`config.mk`:
```
export PLATFORM = sky130hd
export DESIGN_NAME = sdr_sequencer
export DESIGN_NICKNAME = d
export VERILOG_FILES = /design/src/sdr_pkg.sv /design/src/sdr_tick_if.sv /design/src/sdr_timebase.sv /design/src/sdr_monitor.sv /design/src/sdr_sequencer.sv
export SDC_FILE = /design/constraint.sdc
export NUM_CORES = 1
export LEC_CHECK = 0
export CAP_MARGIN = 20
export CORE_MARGIN = 2
export CORE_UTILIZATION = 60
export DETAILED_ROUTE_END_ITERATION = 10
export DONT_BUFFER_PORTS = 1
export PLACE_DENSITY_LB_ADDON = 0.15
export RECOVER_POWER = 100
export SYNTH_ARGS = -nofsm -noshare
export SYNTH_HDL_FRONTEND = slang
export SYNTH_SLANG_ARGS = --single-unit
```
`constraint.sdc`:
```
create_clock -name aclk -period 5.3 [get_ports aclk]
set_input_delay 1.325 -clock aclk [delete_from_list [all_inputs] [get_ports aclk]]
set_output_delay 1.325 -clock aclk [all_outputs]
set_load 0.005 [all_outputs]
```
`src/sdr_pkg.sv`:
```
// constants, types and register map of the screed drying sequencer
`default_nettype none
package sdr_pkg;
  // time base: each time kept in its own unit, cycle count derived
  localparam longint CLK_PERIOD_NS = 10;
  localparam longint SEC_TIME_NS = 1000000000;
  localparam longint CYC_PER_SEC = SEC_TIME_NS / CLK_PERIOD_NS;
  localparam logic [5:0] SEC_PER_MIN = 6'h3C;
  localparam logic [5:0] MIN_PER_HOUR = 6'h3C;
  localparam logic [7:0] HOUR_PER_DAY = 8'h18;
  localparam logic [5:0] LAST_HOUR = 6'h17;

  // register byte offsets
  localparam logic [11:0] ADDR_CTRL = 12'h000;
  localparam logic [11:0] ADDR_TEMP = 12'h004;
  localparam logic [11:0] ADDR_TIME = 12'h008;
  localparam logic [11:0] ADDR_CIRC = 12'h00C;
  localparam logic [11:0] ADDR_STAT = 12'h010;
  localparam logic [11:0] ADDR_REMAIN = 12'h014;
  localparam logic [11:0] ADDR_SETT = 12'h018;

  // field positions
  localparam int CTRL_START_BIT = 0;
  localparam int CTRL_CANCEL_BIT = 1;
  localparam int STAT_ERR_LSB = 4;
  localparam int STAT_VIEW_BIT = 8;
  localparam int STAT_RED_BIT = 9;
  localparam int STAT_GREEN_BIT = 10;

  // reset values of the drying profile
  localparam logic [7:0] START_TEMP_RST = 8'h14;
  localparam logic [7:0] HOLD_TEMP_RST = 8'h1E;
  localparam logic [7:0] RISE_RST = 8'h02;
  localparam logic [7:0] MAX_FLOW_RST = 8'h3C;
  localparam logic [7:0] RISE_TIME_RST = 8'h18;
  localparam logic [7:0] HOLD_DUR_RST = 8'h05;
  localparam logic [6:0] CIRC_RST = 7'h00;

  // supervision margins and persistence windows in minutes
  localparam logic [7:0] MAX_FLOW_MARGIN = 8'h05;
  localparam logic [13:0] ERR2_MIN = 14'h0005;
  localparam logic [13:0] ERR3_MIN = 14'h001E;
  localparam logic [13:0] ERR4_MIN = 14'h0078;

  // bus responses
  localparam logic [1:0] RESP_OKAY = 2'h0;
  localparam logic [1:0] RESP_SLVERR = 2'h2;

  typedef enum logic [2:0] {
    ERR_NONE = 3'h0,
    ERR_SENSOR = 3'h1,
    ERR_MAX_FLOW = 3'h2,
    ERR_ABOVE_HOLD = 3'h3,
    ERR_ABOVE_SET = 3'h4,
    ERR_BELOW_SET = 3'h5
  } sdr_err_t;

  // phases, gray coded along the drying path
  typedef enum logic [2:0] {
    ST_IDLE = 3'h0,
    ST_CALC = 3'h1,
    ST_START = 3'h3,
    ST_RISE = 3'h2,
    ST_HOLD = 3'h6,
    ST_FALL = 3'h7,
    ST_ABORT = 3'h5
  } sdr_state_t;
endpackage
`default_nettype wire

```
`src/sdr_tick_if.sv`:
```
// second, minute and hour ticks shared inside the sequencer
`default_nettype none
interface sdr_tick_if;
  logic sec_tick;
  logic min_tick;
  logic hour_tick;
  modport src (output sec_tick, output min_tick, output hour_tick);
  modport dst (input sec_tick, input min_tick, input hour_tick);
endinterface
`default_nettype wire

```
`src/sdr_timebase.sv`:
```
// divider producing one-cycle second, minute and hour ticks
`default_nettype none
module sdr_timebase
  import sdr_pkg::*;
#(
  parameter longint CYC_PER_SEC_P = sdr_pkg::CYC_PER_SEC
)
(
  input wire logic aclk,
  input wire logic aresetn,
  sdr_tick_if.src tk
);
  localparam logic [31:0] CYC_LAST = 32'(CYC_PER_SEC_P - 1);
  logic [31:0] cyc, next_cyc;
  logic [5:0] sec, next_sec;
  logic [5:0] mins, next_mins;
  logic sec_end, min_end;

  // cascade of counters, ticks are decoded from the counter state
  always_comb
  begin
    sec_end = (cyc == CYC_LAST);
    min_end = sec_end && (sec == SEC_PER_MIN - 6'h01);
    next_cyc = sec_end ? 32'h0 : cyc + 32'h1;
    next_sec = sec;
    next_mins = mins;
    if (sec_end)
    begin
      next_sec = (sec == SEC_PER_MIN - 6'h01) ? 6'h00 : sec + 6'h01;
    end
    if (min_end)
    begin
      next_mins = (mins == MIN_PER_HOUR - 6'h01) ? 6'h00 : mins + 6'h01;
    end
  end

  always_ff @(posedge aclk)
  begin
    if (!aresetn)
    begin
      cyc <= 32'h0;
      sec <= 6'h00;
      mins <= 6'h00;
    end
    else
    begin
      cyc <= next_cyc;
      sec <= next_sec;
      mins <= next_mins;
    end
  end

  // second, minute and hour ticks for the green flash and the profile timing
  assign tk.sec_tick = sec_end;
  assign tk.min_tick = min_end;
  assign tk.hour_tick = min_end && (mins == MIN_PER_HOUR - 6'h01);
endmodule
`default_nettype wire

```
`src/sdr_monitor.sv`:
```
// flow temperature supervision with persistence windows
`default_nettype none
module sdr_monitor
  import sdr_pkg::*;
(
  input wire logic aclk,
  input wire logic aresetn,
  sdr_tick_if.dst tk,
  input wire logic active,
  input wire logic sensor_fault,
  input wire logic [7:0] flow_temp,
  input wire logic [7:0] set_temp,
  input wire logic [7:0] hold_temp,
  input wire logic [7:0] rise,
  input wire logic [7:0] max_flow,
  input wire logic [7:0] rise_time,
  output sdr_pkg::sdr_err_t fault_code
);
  logic [3:0] cond;
  logic [3:0] fire;
  logic [13:0] limit [4];
  logic [8:0] flow9;
  sdr_err_t next_code;

  // over/under conditions, widened so sums never wrap
  always_comb
  begin
    flow9 = {1'b0, flow_temp};
    cond[0] = flow9 > ({1'b0, max_flow} + {1'b0, MAX_FLOW_MARGIN});
    cond[1] = flow9 > ({1'b0, hold_temp} + {1'b0, rise});
    cond[2] = flow9 > ({1'b0, set_temp} + {1'b0, rise});
    cond[3] = (flow9 + {1'b0, rise}) < {1'b0, set_temp};
    limit[0] = ERR2_MIN;
    limit[1] = ERR3_MIN;
    limit[2] = ERR4_MIN;
    limit[3] = 14'({6'h00, rise_time} * 14'h003C);
  end

  // one persistence counter per condition, counting whole minutes
  for (genvar g = 0; g < 4; g++)
  begin : g_pers
    logic [13:0] cnt, next_cnt;
    always_comb
    begin
      next_cnt = cnt;
      if (!active || !cond[g])
      begin
        next_cnt = 14'h0000;
      end
      else if (tk.min_tick && cnt != limit[g])
      begin
        next_cnt = cnt + 14'h0001;
      end
    end
    always_ff @(posedge aclk)
    begin
      if (!aresetn)
      begin
        cnt <= 14'h0000;
      end
      else
      begin
        cnt <= next_cnt;
      end
    end
    // fires on the first minute beyond the window
    assign fire[g] = active && cond[g] && tk.min_tick && cnt == limit[g];
  end

  // first fault wins and stays until the run ends
  always_comb
  begin
    next_code = fault_code;
    if (!active)
    begin
      next_code = ERR_NONE;
    end
    else if (fault_code == ERR_NONE)
    begin
      if (sensor_fault)
        next_code = ERR_SENSOR;
      else if (fire[0])
        next_code = ERR_MAX_FLOW;
      else if (fire[1])
        next_code = ERR_ABOVE_HOLD;
      else if (fire[2])
        next_code = ERR_ABOVE_SET;
      else if (fire[3])
        next_code = ERR_BELOW_SET;
    end
  end

  always_ff @(posedge aclk)
  begin
    if (!aresetn)
    begin
      fault_code <= ERR_NONE;
    end
    else
    begin
      fault_code <= next_code;
    end
  end
endmodule
`default_nettype wire

```
`src/sdr_sequencer.sv`:
```
// screed drying sequencer top with AXI4-Lite register slave
// Notes on behaviour
// - start: run selected circuits one rise period at starting setpoint
// - then raise set temperature by rise value each period up to holding
// - after holding duration, lower in steps back to starting setpoint
// - cancel aborts the drying sequence immediately
// - start switches the panel to the drying status view
// - status view shows phase and remaining time as days and hours
// - panel indicator flashes green while drying
// - abort if set temperature not reached in time or constantly exceeded
// - fault abort: circuits off, error code posted, indicator steady red
// - error 1 when the flow sensor is defective
// - error 2: flow above maximum plus 5 K for over 5 minutes
// - error 3: flow above holding plus rise for over 30 minutes
// - error 4: flow above set plus rise for over 2 hours
// - error 5: flow below set minus rise for over one rise period
// - unselected circuits keep their own operating modes
// - on success drying circuits go to off mode, activation clears
// - with a memory card present, a log record is written per run; a cancelled run writes none
//
// The address map and the AXI4-Lite interface to the registers were left to the implementer.
`default_nettype none
module sdr_sequencer
  import sdr_pkg::*;
#(
  parameter longint CYC_PER_SEC_P = sdr_pkg::CYC_PER_SEC
)
(
  input wire logic aclk,
  input wire logic aresetn,
  input wire logic [11:0] s_axi_awaddr,
  input wire logic s_axi_awvalid,
  output logic s_axi_awready,
  input wire logic [31:0] s_axi_wdata,
  input wire logic [3:0] s_axi_wstrb,
  input wire logic s_axi_wvalid,
  output logic s_axi_wready,
  output logic [1:0] s_axi_bresp,
  output logic s_axi_bvalid,
  input wire logic s_axi_bready,
  input wire logic [11:0] s_axi_araddr,
  input wire logic s_axi_arvalid,
  output logic s_axi_arready,
  output logic [31:0] s_axi_rdata,
  output logic [1:0] s_axi_rresp,
  output logic s_axi_rvalid,
  input wire logic s_axi_rready,
  input wire logic [7:0] flow_temp,
  input wire logic sensor_fault,
  input wire logic [6:0] hc_normal_on,
  input wire logic card_present,
  output logic [6:0] hc_on,
  output logic [6:0] hc_off_mode,
  output logic [7:0] hc_set_temp,
  output logic drying_view,
  output logic led_green,
  output logic led_red,
  output logic log_valid,
  output sdr_pkg::sdr_err_t log_code
);
  sdr_tick_if tk ();
  sdr_err_t fault_code;
  sdr_state_t state, next_state;
  logic [7:0] start_t, hold_t, rise, max_flow, rise_time, hold_days;
  logic [7:0] n_start_t, n_hold_t, n_rise, n_max_flow, n_rise_time;
  logic [7:0] n_hold_days;
  logic [6:0] circuits, n_circuits;
  logic aw_held, w_held, next_aw_held, next_w_held;
  logic [11:0] aw_addr, next_aw_addr;
  logic [31:0] w_data, next_w_data;
  logic [3:0] w_strb, next_w_strb;
  logic next_bvalid, next_rvalid, do_write, start_req, cancel_req;
  logic [1:0] next_bresp, next_rresp;
  logic [31:0] next_rdata;
  logic [7:0] calc_t, next_calc, next_set, rem_d, next_rem_d;
  logic [4:0] rem_h, next_rem_h;
  logic [11:0] step_hrs, next_step, cur_len, hold_len;
  logic [6:0] next_off, next_hc_on;
  logic next_view, flash, next_flash, next_log, running;
  sdr_err_t err_code, next_err, next_log_code;
  logic [8:0] up_sum, dn_floor;
  logic [7:0] up_t, dn_t;
  logic step_last;

  sdr_timebase #(.CYC_PER_SEC_P(CYC_PER_SEC_P)) u_tb (
    .aclk(aclk),
    .aresetn(aresetn),
    .tk(tk.src)
  );

  sdr_monitor u_mon (
    .aclk(aclk),
    .aresetn(aresetn),
    .tk(tk.dst),
    .active(running),
    .sensor_fault(sensor_fault),
    .flow_temp(flow_temp),
    .set_temp(hc_set_temp),
    .hold_temp(hold_t),
    .rise(rise),
    .max_flow(max_flow),
    .rise_time(rise_time),
    .fault_code(fault_code)
  );

  // add hours to a days:hours pair, carrying at most two days into the days count
  function automatic logic [12:0] add_hours(input logic [7:0] d,
                                            input logic [4:0] h,
                                            input logic [5:0] add);
    logic [6:0] s;
    s = {2'h0, h} + {1'h0, add};
    if (s >= 7'h30)
      add_hours = {d + 8'h02, 5'(s - 7'h30)};
    else if (s >= 7'h18)
      add_hours = {d + 8'h01, 5'(s - 7'h18)};
    else
      add_hours = {d, s[4:0]};
  endfunction

  function automatic logic is_mapped(input logic [11:0] a);
    is_mapped = (a[11:2] <= ADDR_SETT[11:2]);
  endfunction

  assign running = (state != ST_IDLE) && (state != ST_ABORT);
  // handshake readies, one write and one read in flight
  assign s_axi_awready = !aw_held && !s_axi_bvalid;
  assign s_axi_wready = !w_held && !s_axi_bvalid;
  assign s_axi_arready = !s_axi_rvalid;
  assign do_write = aw_held && w_held && !s_axi_bvalid;
  assign start_req = do_write && aw_addr[11:2] == ADDR_CTRL[11:2] &&
                     w_strb[0] && w_data[CTRL_START_BIT] && !running;
  assign cancel_req = do_write && aw_addr[11:2] == ADDR_CTRL[11:2] &&
                      w_strb[0] && w_data[CTRL_CANCEL_BIT] && running;

  // write channel capture and profile configuration
  always_comb
  begin
    next_aw_held = aw_held;
    next_aw_addr = aw_addr;
    next_w_held = w_held;
    next_w_data = w_data;
    next_w_strb = w_strb;
    next_bvalid = s_axi_bvalid;
    next_bresp = s_axi_bresp;
    n_start_t = start_t;
    n_hold_t = hold_t;
    n_rise = rise;
    n_max_flow = max_flow;
    n_rise_time = rise_time;
    n_hold_days = hold_days;
    n_circuits = circuits;
    if (s_axi_awvalid && s_axi_awready)
    begin
      next_aw_held = 1'b1;
      next_aw_addr = s_axi_awaddr;
    end
    if (s_axi_wvalid && s_axi_wready)
    begin
      next_w_held = 1'b1;
      next_w_data = s_axi_wdata;
      next_w_strb = s_axi_wstrb;
    end
    if (do_write)
    begin
      next_aw_held = 1'b0;
      next_w_held = 1'b0;
      next_bvalid = 1'b1;
      next_bresp = is_mapped(aw_addr) ? RESP_OKAY : RESP_SLVERR;
      // profile is frozen while a run is in progress
      if (!running && aw_addr[11:2] == ADDR_TEMP[11:2])
      begin
        if (w_strb[0]) n_start_t = w_data[7:0];
        if (w_strb[1]) n_hold_t = w_data[15:8];
        if (w_strb[2]) n_rise = w_data[23:16];
        if (w_strb[3]) n_max_flow = w_data[31:24];
      end
      if (!running && aw_addr[11:2] == ADDR_TIME[11:2])
      begin
        if (w_strb[0]) n_rise_time = w_data[7:0];
        if (w_strb[1]) n_hold_days = w_data[15:8];
      end
      if (!running && aw_addr[11:2] == ADDR_CIRC[11:2] && w_strb[0])
      begin
        n_circuits = w_data[6:0];
      end
    end
    if (s_axi_bvalid && s_axi_bready)
    begin
      next_bvalid = 1'b0;
    end
  end

  always_ff @(posedge aclk)
  begin
    if (!aresetn)
    begin
      aw_held <= 1'b0;
      aw_addr <= 12'h000;
      w_held <= 1'b0;
      w_data <= 32'h0000_0000;
      w_strb <= 4'h0;
      s_axi_bvalid <= 1'b0;
      s_axi_bresp <= RESP_OKAY;
      start_t <= START_TEMP_RST;
      hold_t <= HOLD_TEMP_RST;
      rise <= RISE_RST;
      max_flow <= MAX_FLOW_RST;
      rise_time <= RISE_TIME_RST;
      hold_days <= HOLD_DUR_RST;
      circuits <= CIRC_RST;
    end
    else
    begin
      aw_held <= next_aw_held;
      aw_addr <= next_aw_addr;
      w_held <= next_w_held;
      w_data <= next_w_data;
      w_strb <= next_w_strb;
      s_axi_bvalid <= next_bvalid;
      s_axi_bresp <= next_bresp;
      start_t <= n_start_t;
      hold_t <= n_hold_t;
      rise <= n_rise;
      max_flow <= n_max_flow;
      rise_time <= n_rise_time;
      hold_days <= n_hold_days;
      circuits <= n_circuits;
    end
  end

  // drying phases, countdown, status and log
  always_comb
  begin
    next_state = state;
    next_set = hc_set_temp;
    next_calc = calc_t;
    next_step = step_hrs;
    next_rem_d = rem_d;
    next_rem_h = rem_h;
    next_err = err_code;
    next_off = hc_off_mode;
    next_view = drying_view;
    next_log = 1'b0;
    next_log_code = log_code;
    next_flash = tk.sec_tick ? !flash : flash;
    hold_len = 12'({4'h0, hold_days} * {4'h0, HOUR_PER_DAY});
    cur_len = (state == ST_HOLD) ? hold_len : {4'h0, rise_time};
    step_last = tk.hour_tick && (step_hrs + 12'h001 >= cur_len);
    up_sum = {1'b0, hc_set_temp} + {1'b0, rise};
    up_t = (up_sum >= {1'b0, hold_t}) ? hold_t : up_sum[7:0];
    dn_floor = {1'b0, start_t} + {1'b0, rise};
    dn_t = ({1'b0, hc_set_temp} > dn_floor) ? hc_set_temp - rise : start_t;
    // countdown in days and hours while the profile runs
    if (running && state != ST_CALC && tk.hour_tick)
    begin
      if (rem_h != 5'h00)
      begin
        next_rem_h = rem_h - 5'h01;
      end
      else if (rem_d != 8'h00)
      begin
        next_rem_d = rem_d - 8'h01;
        next_rem_h = LAST_HOUR[4:0];
      end
    end
    if (running && state != ST_CALC)
    begin
      next_step = tk.hour_tick ? step_hrs + 12'h001 : step_hrs;
    end
    if (cancel_req)
    begin
      next_state = ST_IDLE;
      next_view = 1'b0;
    end
    else if (running && fault_code != ERR_NONE)
    begin
      next_state = ST_ABORT;
      next_err = fault_code;
      next_log = card_present;
      next_log_code = fault_code;
    end
    else
    begin
      unique case (state)
        ST_IDLE, ST_ABORT:
        begin
          if (start_req)
          begin
            next_state = ST_CALC;
            next_set = start_t;
            next_calc = start_t;
            next_step = 12'h000;
            next_err = ERR_NONE;
            next_off = 7'h00;
            next_view = 1'b1;
            {next_rem_d, next_rem_h} = add_hours(hold_days, 5'h00,
                                                 rise_time[5:0]);
          end
        end
        ST_CALC:
        begin
          // total time: one period, two per extra step, holding days
          if ({1'b0, calc_t} + {1'b0, rise} < {1'b0, hold_t})
          begin
            next_calc = calc_t + rise;
            {next_rem_d, next_rem_h} = add_hours(rem_d, rem_h,
                                                 {rise_time[4:0], 1'b0});
          end
          else
          begin
            next_state = ST_START;
          end
        end
        ST_START, ST_RISE:
        begin
          if (step_last)
          begin
            next_step = 12'h000;
            next_set = up_t;
            next_state = (up_t == hold_t) ? ST_HOLD : ST_RISE;
          end
        end
        ST_HOLD, ST_FALL:
        begin
          if (step_last)
          begin
            next_step = 12'h000;
            next_set = dn_t;
            next_state = ST_FALL;
            if (dn_t == start_t)
            begin
              next_state = ST_IDLE;
              next_off = circuits;
              next_view = 1'b0;
              next_log = card_present;
              next_log_code = ERR_NONE;
            end
          end
        end
        default: next_state = ST_IDLE;
      endcase
    end
  end

  always_ff @(posedge aclk)
  begin
    if (!aresetn)
    begin
      state <= ST_IDLE;
      hc_set_temp <= START_TEMP_RST;
      calc_t <= START_TEMP_RST;
      step_hrs <= 12'h000;
      rem_d <= 8'h00;
      rem_h <= 5'h00;
      err_code <= ERR_NONE;
      hc_off_mode <= 7'h00;
      drying_view <= 1'b0;
      flash <= 1'b0;
      log_valid <= 1'b0;
      log_code <= ERR_NONE;
    end
    else
    begin
      state <= next_state;
      hc_set_temp <= next_set;
      calc_t <= next_calc;
      step_hrs <= next_step;
      rem_d <= next_rem_d;
      rem_h <= next_rem_h;
      err_code <= next_err;
      hc_off_mode <= next_off;
      drying_view <= next_view;
      flash <= next_flash;
      log_valid <= next_log;
      log_code <= next_log_code;
    end
  end

  // per circuit drive: drying, switched off, or its own mode
  for (genvar i = 0; i < 7; i++)
  begin : g_hc
    assign next_hc_on[i] = !circuits[i] ? hc_normal_on[i] :
                           running ? 1'b1 :
                           (state == ST_ABORT || hc_off_mode[i]) ? 1'b0 :
                           hc_normal_on[i];
  end

  // registered circuit outputs; panel lamps follow the next phase
  always_ff @(posedge aclk)
  begin
    if (!aresetn)
    begin
      hc_on <= 7'h00;
      led_green <= 1'b0;
      led_red <= 1'b0;
    end
    else
    begin
      hc_on <= next_hc_on;
      led_green <= next_flash && (next_state != ST_IDLE) &&
                   (next_state != ST_ABORT);
      led_red <= (next_state == ST_ABORT);
    end
  end

  // read channel: register mux captured on the address handshake
  always_comb
  begin
    next_rvalid = s_axi_rvalid;
    next_rdata = s_axi_rdata;
    next_rresp = s_axi_rresp;
    if (s_axi_arvalid && s_axi_arready)
    begin
      next_rvalid = 1'b1;
      next_rresp = is_mapped(s_axi_araddr) ? RESP_OKAY : RESP_SLVERR;
      next_rdata = 32'h0000_0000;
      unique case (s_axi_araddr[11:2])
        ADDR_CTRL[11:2]: next_rdata = {30'h0, running, running};
        ADDR_TEMP[11:2]: next_rdata = {max_flow, rise, hold_t, start_t};
        ADDR_TIME[11:2]: next_rdata = {16'h0000, hold_days, rise_time};
        ADDR_CIRC[11:2]: next_rdata = {25'h0, circuits};
        ADDR_STAT[11:2]:
        begin
          next_rdata[2:0] = state;
          next_rdata[STAT_ERR_LSB +: 3] = err_code;
          next_rdata[STAT_VIEW_BIT] = drying_view;
          next_rdata[STAT_RED_BIT] = led_red;
          next_rdata[STAT_GREEN_BIT] = led_green;
        end
        ADDR_REMAIN[11:2]: next_rdata = {16'h0000, rem_d, 3'h0, rem_h};
        ADDR_SETT[11:2]: next_rdata = {16'h0000, flow_temp, hc_set_temp};
        default: next_rdata = 32'h0000_0000;
      endcase
    end
    else if (s_axi_rvalid && s_axi_rready)
    begin
      next_rvalid = 1'b0;
    end
  end

  always_ff @(posedge aclk)
  begin
    if (!aresetn)
    begin
      s_axi_rvalid <= 1'b0;
      s_axi_rdata <= 32'h0000_0000;
      s_axi_rresp <= RESP_OKAY;
    end
    else
    begin
      s_axi_rvalid <= next_rvalid;
      s_axi_rdata <= next_rdata;
      s_axi_rresp <= next_rresp;
    end
  end
endmodule
`default_nettype wire

```
==> results of run 1 <==
[final cells by class]
class | instances | area (µm²) | share of cell area (%)
timing repair buffer | 51 | 324 | 1.54
clock buffer | 42 | 975 | 4.62
tap | 435 | 544 | 2.58
sequential | 311 | 6230 | 29.5
inverter | 101 | 380 | 1.80
multi-input combinational | 1906 | 12500 | 59.1
clock inverter | 15 | 178 | 0.843
[logic make-up (layout without fill, tap and decap cells)]
group	count (synthesis)	after routing	synth area share, %
AO/OA/AOI/OAI	545	545	17.6
XOR/XNOR	188	188	8.60
adder cells (fa/ha/maj)	185	185	12.7
buffers and inverters	204	209	3.98
flip-flops	311	311	32.0
multiplexers	54	54	2.79
other	1	2	0.0193
AND/OR/NAND/NOR	932	932	22.4
[per-stage QoR]
step	util, %	instance area [µm²]
floorplan	-	19500
global placement	62.9	20000
detailed placement	62.9	20000
CTS	66.6	21200
global route	66.3	21100
finish	66.3	21100
[per-layer routing]
layer  track usage [%]  part of all wire, %  vias to the layer above
met5                 0                    0                        -
met3              8.10                  9.6                      163
met2              54.4                   44                      718
li1                  -                    -                     8488
met1              43.0                   41                     8239
met4              17.9                  5.5                        0
[how the worst max path moves through the flow]
stage / from / endpoint / slack, ns / depth (start not counted)
floorplan: rise_time[1] / u_mon.g_pers[3].cnt[7] / 1.01 / 14
global route: hold_days[1] / hc_off_mode[6] / 0.16 / 18
detailed placement: hold_days[1] / hc_off_mode[6] / 0.46 / 18
global placement: hold_days[1] / hc_off_mode[6] / 0.66 / 18
finish: hold_days[1] / hc_off_mode[6] / 0.37 / 18
CTS: hold_days[1] / hc_off_mode[6] / 0.46 / 18
[power by group]
part	total, mW	switching, mW	internal (mW)
combinational	0.213	0.139	0.0738
clock	2.47	1.01	1.46
sequential	2.41	0.0372	2.38
total	5.10	1.19	3.91
[registers in the layout (all words and copies together) (netlist names), 8 cells and up]
| name | flops |
|---|---|
| start_t | 8 |
| hold_days | 8 |
| step_hrs | 12 |
| u_tb.cyc | 32 |
| max_flow | 8 |
| rise | 8 |
| rise_time | 8 |
| s_axi_rdata | 32 |
| u_mon.g_pers.cnt | 56 |
| aw_addr | 10 |
| w_data | 32 |
| hc_set_temp | 8 |
| rem_d | 8 |
| hold_t | 8 |
| calc_t | 8 |
[critical path: stages, from the launching register on]
cell	delay (ns)
dfxtp_1	0.59
ha_1	0.33
a21o_1	0.16
a21oi_1	0.24
o21bai_1	0.10
a21oi_1	0.23
o21bai_1	0.09
a21oi_1	0.19
xnor2_1	0.15
nand2_1	0.08
ha_1	0.29
o21ai_0	0.09
a22oi_1	0.43
nand3b_1	0.22
nor2_1	0.25
a22oi_1	0.20
nor3_2	0.77
nor3_1	0.14
a211o_1	0.30
[cell usage in the layout, fill, tap and decap left out, drive strengths merged, types with 19 or more instances in the layout]
cell / synthesis / layout
a221oi: 23 / 23
fa: 21 / 21
o21a: 19 / 19
o21ai: 100 / 100
or3: 26 / 26
and2: 21 / 21
dfxtp: 311 / 311
xnor2: 87 / 87
o211ai: 19 / 19
buf: 11 / 35
mux2i: 51 / 51
nand3: 90 / 90
and3: 26 / 26
ha: 164 / 164
nor3: 45 / 45
a21oi: 208 / 208
a211oi: 27 / 27
nand4: 38 / 38
inv: 101 / 103
nor2: 254 / 254
nand2: 328 / 328
a21o: 26 / 26
nor2b: 25 / 25
xor2: 99 / 99
clkbuf: 92 / 58
==> results.cfg, run 1 <==
[outcome]
outcome = finished, violations left
failed_checks = capacitance limit, slew limit

[setup_path]
ff2ff_setup_slack_ns = 0.37
worstPathMaxFanout = 15
worstSetupPathType = reg -> reg
rr_startpoint = hold_days[1]
worstSetupEndpointType = flop
required_ns = 5.72
ff2ff_path_depth = 18
r2r-end = hc_off_mode[6]
critPathLaunchType = flop
arrival_ns = 5.36

[cells_and_area]
nFillCells = 2735
drive_above_1_share_pct = 4.66
final_nets = 2676
antenna_cells = 0
instances_no_fill = 2861
area_growth_pct = 8.22

[timing]
min_period_ns = 4.93
relSlewSlack_pct = -81.7
setup_ws_ns = 0.365
clock.fmax_mhz = 203
period_share_pct = 93.1
setup_tns_ns = 0
rsz0062_at_grt = false
hold-worst-slack_ns = 0.455
hold_violations = 0
tightestPinTransition_ns = 2.71
clock_skew_ns = 0.0206
setup_viol = 0
drv_slew = 74

[synth]
async_reset_ff_share_pct = 0
synth_ff_type = dfxtp_1
synthesis.area_um2 = 19500
synth.most_common_cell = nand2_1
synthDistinctLibCells = 84
ys_top_cells_by_area = dfxtp_1 32%, ha_1 11%, nand2_1 6.3%, a21oi_1 5.3%, nor2_1 4.9%
syn_avg_cell_area_um2 = 8.05
synth_top_area_share_pct = 32.0
ys_ff_latch = 311
yosysTopAreaCell = dfxtp_1
synth-seq-area-share_pct = 32.0
synth_edf_count = 0
ys_top_cells_by_count = 328 x nand2_1, 311 x dfxtp_1, 254 x nor2_1
yosys_warnings = 0
synthCells = 2420

[pwr]
leakage_nw = 8.24
power_density_nw_per_um2 = 242
power.total_mw = 5.10
ir_worst_vdd_v = 0.000255

[min_path]
holdCritStartpoint = w_data[27]
hold_class = reg -> reg
holdPathEnd = w_data[27]
min_path_cells = 2

[placed_design]
hpwlAfterDp_mm = 43.8
routabilityCongestion = 1.03
dp_cells = 2804
port_buffers = 0
post-place-ws_ns = 0.465

[cts]
cts_tree = done
cts_setup_buffers = 0
clkSinkCount = 311
numCtsBuffers = 36
cts_buffer_depth = 3
cts_hold_buf = 0
clk_pin_slew_worst_paths_ns = 0.06
clkLatencyLatePin_ns = 0.53
cts_resized = 0
htree_num_levels = 2
cts-root-buf = clkbuf_16

[detailed_routing]
drtPass1Iterations = 7
drtIter0Drc = 1689
wl_per_cell_um = 20.3
routed_via_density = 6.15
drcViolationCount = 0
ant_nets = 0
wl_mm = 58.1
num_vias = 17600

[floorplan]
die_h_um = 184
core_area_um2 = 31800
rows = 65
fp.dieW_um = 184
die_area_um2 = 33900
initial_core_util_pct = 61.2
boundaryPins = 154

[grt]
antenna_found_initial = 0
grtUsageTotal_pct = 34.2
grt_pass1_vias = 16800
grt_pass1_wl_mm = 90.5
grt_max_degree = 74
grt_overflow = 0

[job]
maxCapViolations = 1
(Power assumes the default switching activity.)
==> run 2, diff against run 1 <==
GPL_TIMING_DRIVEN = 0   (was default)
==> results.cfg, run 2 (synthesis gave the netlist of run 1 again) <==
[cts]
htree_num_levels = 2
numCtsBuffers = 35
cts_tree = done
cts_hold_buf = 0
cts_buffer_depth = 3
cts-root-buf = clkbuf_16
clkSinkCount = 311
clk_pin_slew_worst_paths_ns = 0.06
clkLatencyLatePin_ns = 0.53

[setup_path]
rr_startpoint = rise[1]
worstSetupPathType = reg -> reg
critPathLaunchType = flop
r2r-end = hc_set_temp[6]
required_ns = 5.66
ff2ff_setup_slack_ns = 0.33
worstSetupEndpointType = flop
arrival_ns = 5.33
worstPathMaxFanout = 11
ff2ff_path_depth = 15

[cells_and_area]
register_area_um2 = 6230
design_area_um2 = 21200
top_register = u_mon.g_pers.cnt
area_growth_pct = 8.97
final_nets = 2728
final_cell_mix = 328 x nand2_1, 311 x dfxtp_1, 254 x nor2_1
drive_above_1_share_pct = 3.46
nFillCells = 2786
final_common_cell = nand2_1
multi_input_area_um2 = 12500
largest_reg_flops = 56

[timing]
setup_viol = 0
rsz0062_at_grt = false
clock.fmax_mhz = 201
hold_violations = 0
tightestPinTransition_ns = 1.15
relSlewSlack_pct = 22.5
period_share_pct = 93.8
drv_slew = 0
setup_tns_ns = 0
min_period_ns = 4.97
clock_skew_ns = 0.0165

[detailed_routing]
drtIter0Drc = 1892
drcViolationCount = 0
num_vias = 18200
drtPass1Iterations = 7
wl_per_cell_um = 21.6
routed_via_density = 6.22
ant_nets = 0
wl_mm = 63.0

[floorplan]
fp.dieW_um = 184
initial_core_util_pct = 61.2
core_area_um2 = 31800
die_h_um = 184
boundaryPins = 154
die_area_um2 = 33900
rows = 65

[grt]
grtUsageTotal_pct = 36.8
antenna_found_initial = 1
grt_overflow = 0
grt_max_degree = 14
grt_pass1_vias = 17400
grt_pass1_wl_mm = 96.4

[pwr]
ir_worst_vdd_v = 0.000280
power_density_nw_per_um2 = 244
leakage_nw = 8.21

[outcome]
outcome = finished, final reports clean

[min_path]
holdPathEnd = aw_addr[10]
hold_class = reg -> reg
min_path_cells = 2
holdCritStartpoint = aw_addr[10]

[job]
maxCapViolations = 0

[placed_design]
place_area_um2 = 20000
routabilityCongestion = 1.04
port_buffers = 0
hpwlAfterDp_mm = 48.4
## run 2: cell types whose count changed in the layout (fill, tap and decap cells not counted), sizes merged
cell / previous run / this run
inv: 103 / 102
diode: 0 / 1
buf: 35 / 8
clkbuf: 58 / 143
clkinvlp: 3 / 2
clkinv: 7 / 11
## run 2: cell type report
| class | count | area share [%] |
|---|---|---|
| Sequential cell | 311 | 29.3 |
| Antenna cell | 1 | 0.0118 |
| Buffer | 103 | 1.87 |
| Timing Repair Buffer | 1 | 0.0177 |
| Tap cell | 435 | 2.56 |
| Multi-Input combinational cell | 1906 | 58.7 |
| Clock inverter | 17 | 0.902 |
| Clock buffer | 47 | 4.77 |
| Inverter | 101 | 1.79 |
## run 2: worst max path at each step
stage                                        end  slack [ns]          from
after detailed placement  u_mon.g_pers[3].cnt[7]        0.33  rise_time[1]
after CTS                 u_mon.g_pers[3].cnt[7]        0.30  rise_time[0]
after global placement                  rem_d[5]        0.32       rise[1]
after floorplan           u_mon.g_pers[3].cnt[7]        1.01  rise_time[1]
after global routing              hc_off_mode[4]        0.04  hold_days[1]
final                             hc_set_temp[6]        0.33       rise[1]
## run 2: worst max-delay path: stages, from the launching register on
cell and delay, ns:
dfxtp_1 0.76, ha_1 0.36, a21o_1 0.18, a21oi_1 0.22, o21bai_1 0.10, a21oi_1 0.26
o21bai_1 0.09, a21oi_1 0.17, xor2_1 0.17, ha_1 0.26, and3_1 0.16, a31o_2 0.25
a221oi_1 0.86, o21ai_1 0.40, a221oi_1 0.48, a211oi_1 0.09
## run 2: repair_timing
action | 4_1_cts | 5_1_grt
endpoints found under the setup margin | 0 | 2
buffers inserted | 0 | 0
gates resized for setup | 0 | 3
## run 2: stage by stage
stage                     power [mW]  hold slack, ns  worst slack [ns]  instances  util, %
after global placement          2.70           0.439             0.321       2856     63.0
final                           5.19           0.451             0.330       2922     66.7
after detailed placement        2.70           0.446             0.326       2856     63.0
after CTS                       5.19           0.456             0.296       2920     66.8
after floorplan                 2.62           0.431              1.01       2421        -
after global routing            5.32           0.480            0.0376       2921     66.7
## run 2: power breakdown
part	leakage (nW)	switching, mW	total (mW)	internal (mW)
sequential	2.52	0.0380	2.41	2.38
combinational	5.10	0.168	0.246	0.0772
clock	0.593	1.02	2.53	1.50
total	8.21	1.23	5.19	3.95
## run 2: metal layers
metal | track usage [%] | routed length [µm] | vias up | share of wire (%)
met5 | 0 | 28 | - | 0.044
met4 | 16.3 | 3130 | 4 | 5.0
met3 | 9.66 | 6740 | 213 | 11
met2 | 59.6 | 27600 | 833 | 44
met1 | 46.3 | 25500 | 8519 | 41
li1 | - | - | 8613 | -
==> run 3, diff against run 2 <==
SYNTH_HIERARCHICAL = 1   (was default)
==> results.cfg, run 3 <==
[pwr]
p_switching_mw = 1.21
internal_power_mw = 3.97
power_density_nw_per_um2 = 236
leakage_nw = 8.37
swShare_pct = 23.4
ir_worst_vdd_v = 0.000251
power_frac_clock_pct = 49.0
seq_power_share_pct = 46.6
power_frac_comb_pct = 4.4

[cts]
cts_setup_buffers = 0
htree_num_levels = 2
cts_buffer_depth = 3
cts-root-buf = clkbuf_16
cts_hold_buf = 0
cts_tree = done
clkLatencyLatePin_ns = 0.55
cts_resized = 0
clk_pin_slew_worst_paths_ns = 0.06
numCtsBuffers = 37
clkSinkCount = 311

[detailed_routing]
num_vias = 19000
wl_mm = 63.6
wl_per_cell_um = 21.1
routed_via_density = 6.31
drtIter0Drc = 1692
drcViolationCount = 0
ant_nets = 0
drtPass1Iterations = 6

[synth]
ys_ff_latch = 311
synth_edf_count = 0
syn_avg_cell_area_um2 = 8.09
async_reset_ff_share_pct = 0
synthesis.area_um2 = 20200
synth-seq-area-share_pct = 30.8
synthCells = 2501
ys_top_cells_by_area = dfxtp_1 31%, ha_1 10%, nand2_1 7.0%, a21oi_1 5.2%, xor2_1 4.1%
yosysTopAreaCell = dfxtp_1
yosys_warnings = 6
synth_top_area_share_pct = 30.8
ys_top_cells_by_count = 376 x nand2_1, 311 x dfxtp_1, 218 x nor2_1
synthDistinctLibCells = 100
synth.most_common_cell = nand2_1
synth_ff_type = dfxtp_1

[timing]
setup_tns_ns = 0
rsz0062_at_grt = false
drv_slew = 0
setup_ws_ns = 0.349
tightestPinTransition_ns = 1.21
relSlewSlack_pct = 18.8
clock_skew_ns = 0.0330
hold-worst-slack_ns = 0.457
clock.fmax_mhz = 202
hold_violations = 0
setup_viol = 0
min_period_ns = 4.95
period_share_pct = 93.4

[grt]
grtUsageTotal_pct = 35.2
grt_pass1_wl_mm = 98.4
grt_overflow = 0
antenna_found_initial = 0
grt_pass1_vias = 18000
grt_max_degree = 15

[setup_path]
worstSetupEndpointType = flop
cpMostUsedCell = fa_1
arrival_ns = 5.35
required_ns = 5.70
critPathLaunchType = flop
slowest_delay_ns = 0.92
cpMaxStageDelayCell = a2111oi_2
worstPathCellList = fa_1 > fa_1 > inv_1 > fa_1 > nand2b_1 > a211oi_1 > o22ai_1 > xnor2_1 > a2111oi_2 > buf_6 > nand3b_1 > a21oi_1
worstPathMaxFanout = 10
worstSetupPathType = reg -> reg

[cells_and_area]
finish.utilization_pct = 65.7
register_area_um2 = 6230
multi_input_area_um2 = 13100
design_area_um2 = 21900
nFillCells = 2997
top_register = u_mon/g_pers.cnt
largest_reg_flops = 56
final_cell_mix = 376 x nand2_1, 310 x dfxtp_1, 218 x nor2_1
final_common_cell = nand2_1
final_nets = 2818
antenna_cells = 0
area_growth_pct = 8.38
drive_above_1_share_pct = 4.44

[floorplan]
core_area_um2 = 33400
fp.dieW_um = 188
initial_core_util_pct = 60.6
die_h_um = 188
die_area_um2 = 35200
boundaryPins = 154
rows = 67

[placed_design]
routabilityCongestion = 0.980
post-place-ws_ns = 0.281
port_buffers = 0
hpwlAfterDp_mm = 48.3
place_area_um2 = 20800

[job]
maxCapViolations = 0

[outcome]
outcome = finished, final reports clean

[min_path]
hold_class = reg -> reg
[run 3: worst paths after layout]
check	from	end	slack, ns	cells past startpoint
max	rise_time[1]	u_mon/g_pers[3].cnt[1]	0.35	12
min reg2reg	w_data[16]	w_data[16]	0.46	2
min	w_data[16]	w_data[16]	0.46	2
max reg2reg	rise_time[1]	u_mon/g_pers[3].cnt[1]	0.35	12
[run 3: cells by family (layout without fill, tap and decap cells)]
logic type                 count (synthesis)  in the layout  synth area share [%]
AOI/OAI and AO/OA                        582            582                  18.8
xor gates and xnor gates                 183            183                  8.17
adders and majority gates                191            191                  12.6
buffers and inverters                    197            265                  3.95
DFF                                      311            311                  30.8
muxes                                     32             32                  1.73
other                                      1              2                0.0185
and+or+nand+nor                         1004           1004                  23.9
[run 3: power groups by stage]
stage	logic (mW)	clock network, mW	registers, mW
final	0.229	2.54	2.41
after global routing	0.251	2.65	2.41
after detailed placement	0.224	0	2.46
after CTS	0.225	2.55	2.41
after floorplan	0.160	0	2.45
after global placement	0.217	0	2.46
[run 3: through the flow]
step | power [mW] | instances
2_1_floorplan | 2.61 | 2502
6_report | 5.18 | 3018
3_3_place_gp | 2.68 | 2950
3_5_place_dp | 2.69 | 2951
5_1_grt | 5.32 | 3018
4_1_cts | 5.19 | 3017
[run 3: per-layer routing]
layer | share of wire, % | track usage, % | up-vias
met1 | 41 | 45.1 | 8900
met3 | 9.0 | 5.91 | 220
met4 | 6.0 | 19.0 | 0
li1 | - | - | 9029
met5 | 0 | 0 | -
met2 | 44 | 56.6 | 880
[run 3: cell type report]
type	instances	area share, %
Timing Repair Buffer	2	0.0457
Clock buffer	55	5.14
Inverter	94	1.61
Buffer	103	1.92
Clock inverter	11	0.428
Multi-Input combinational cell	1994	59.9
Tap cell	448	2.56
Sequential cell	311	28.4
[run 3: worst max-delay path: cells and delay by family (launching register included)]
kind | cells | cell delay (ns)
adders and majority gates | 3 | 1.62
buffers and inverters | 2 | 0.31
AOI/OAI and AO/OA | 4 | 1.62
xor gates and xnor gates | 1 | 0.19
and+or+nand+nor | 2 | 0.32
DFF | 1 | 0.76
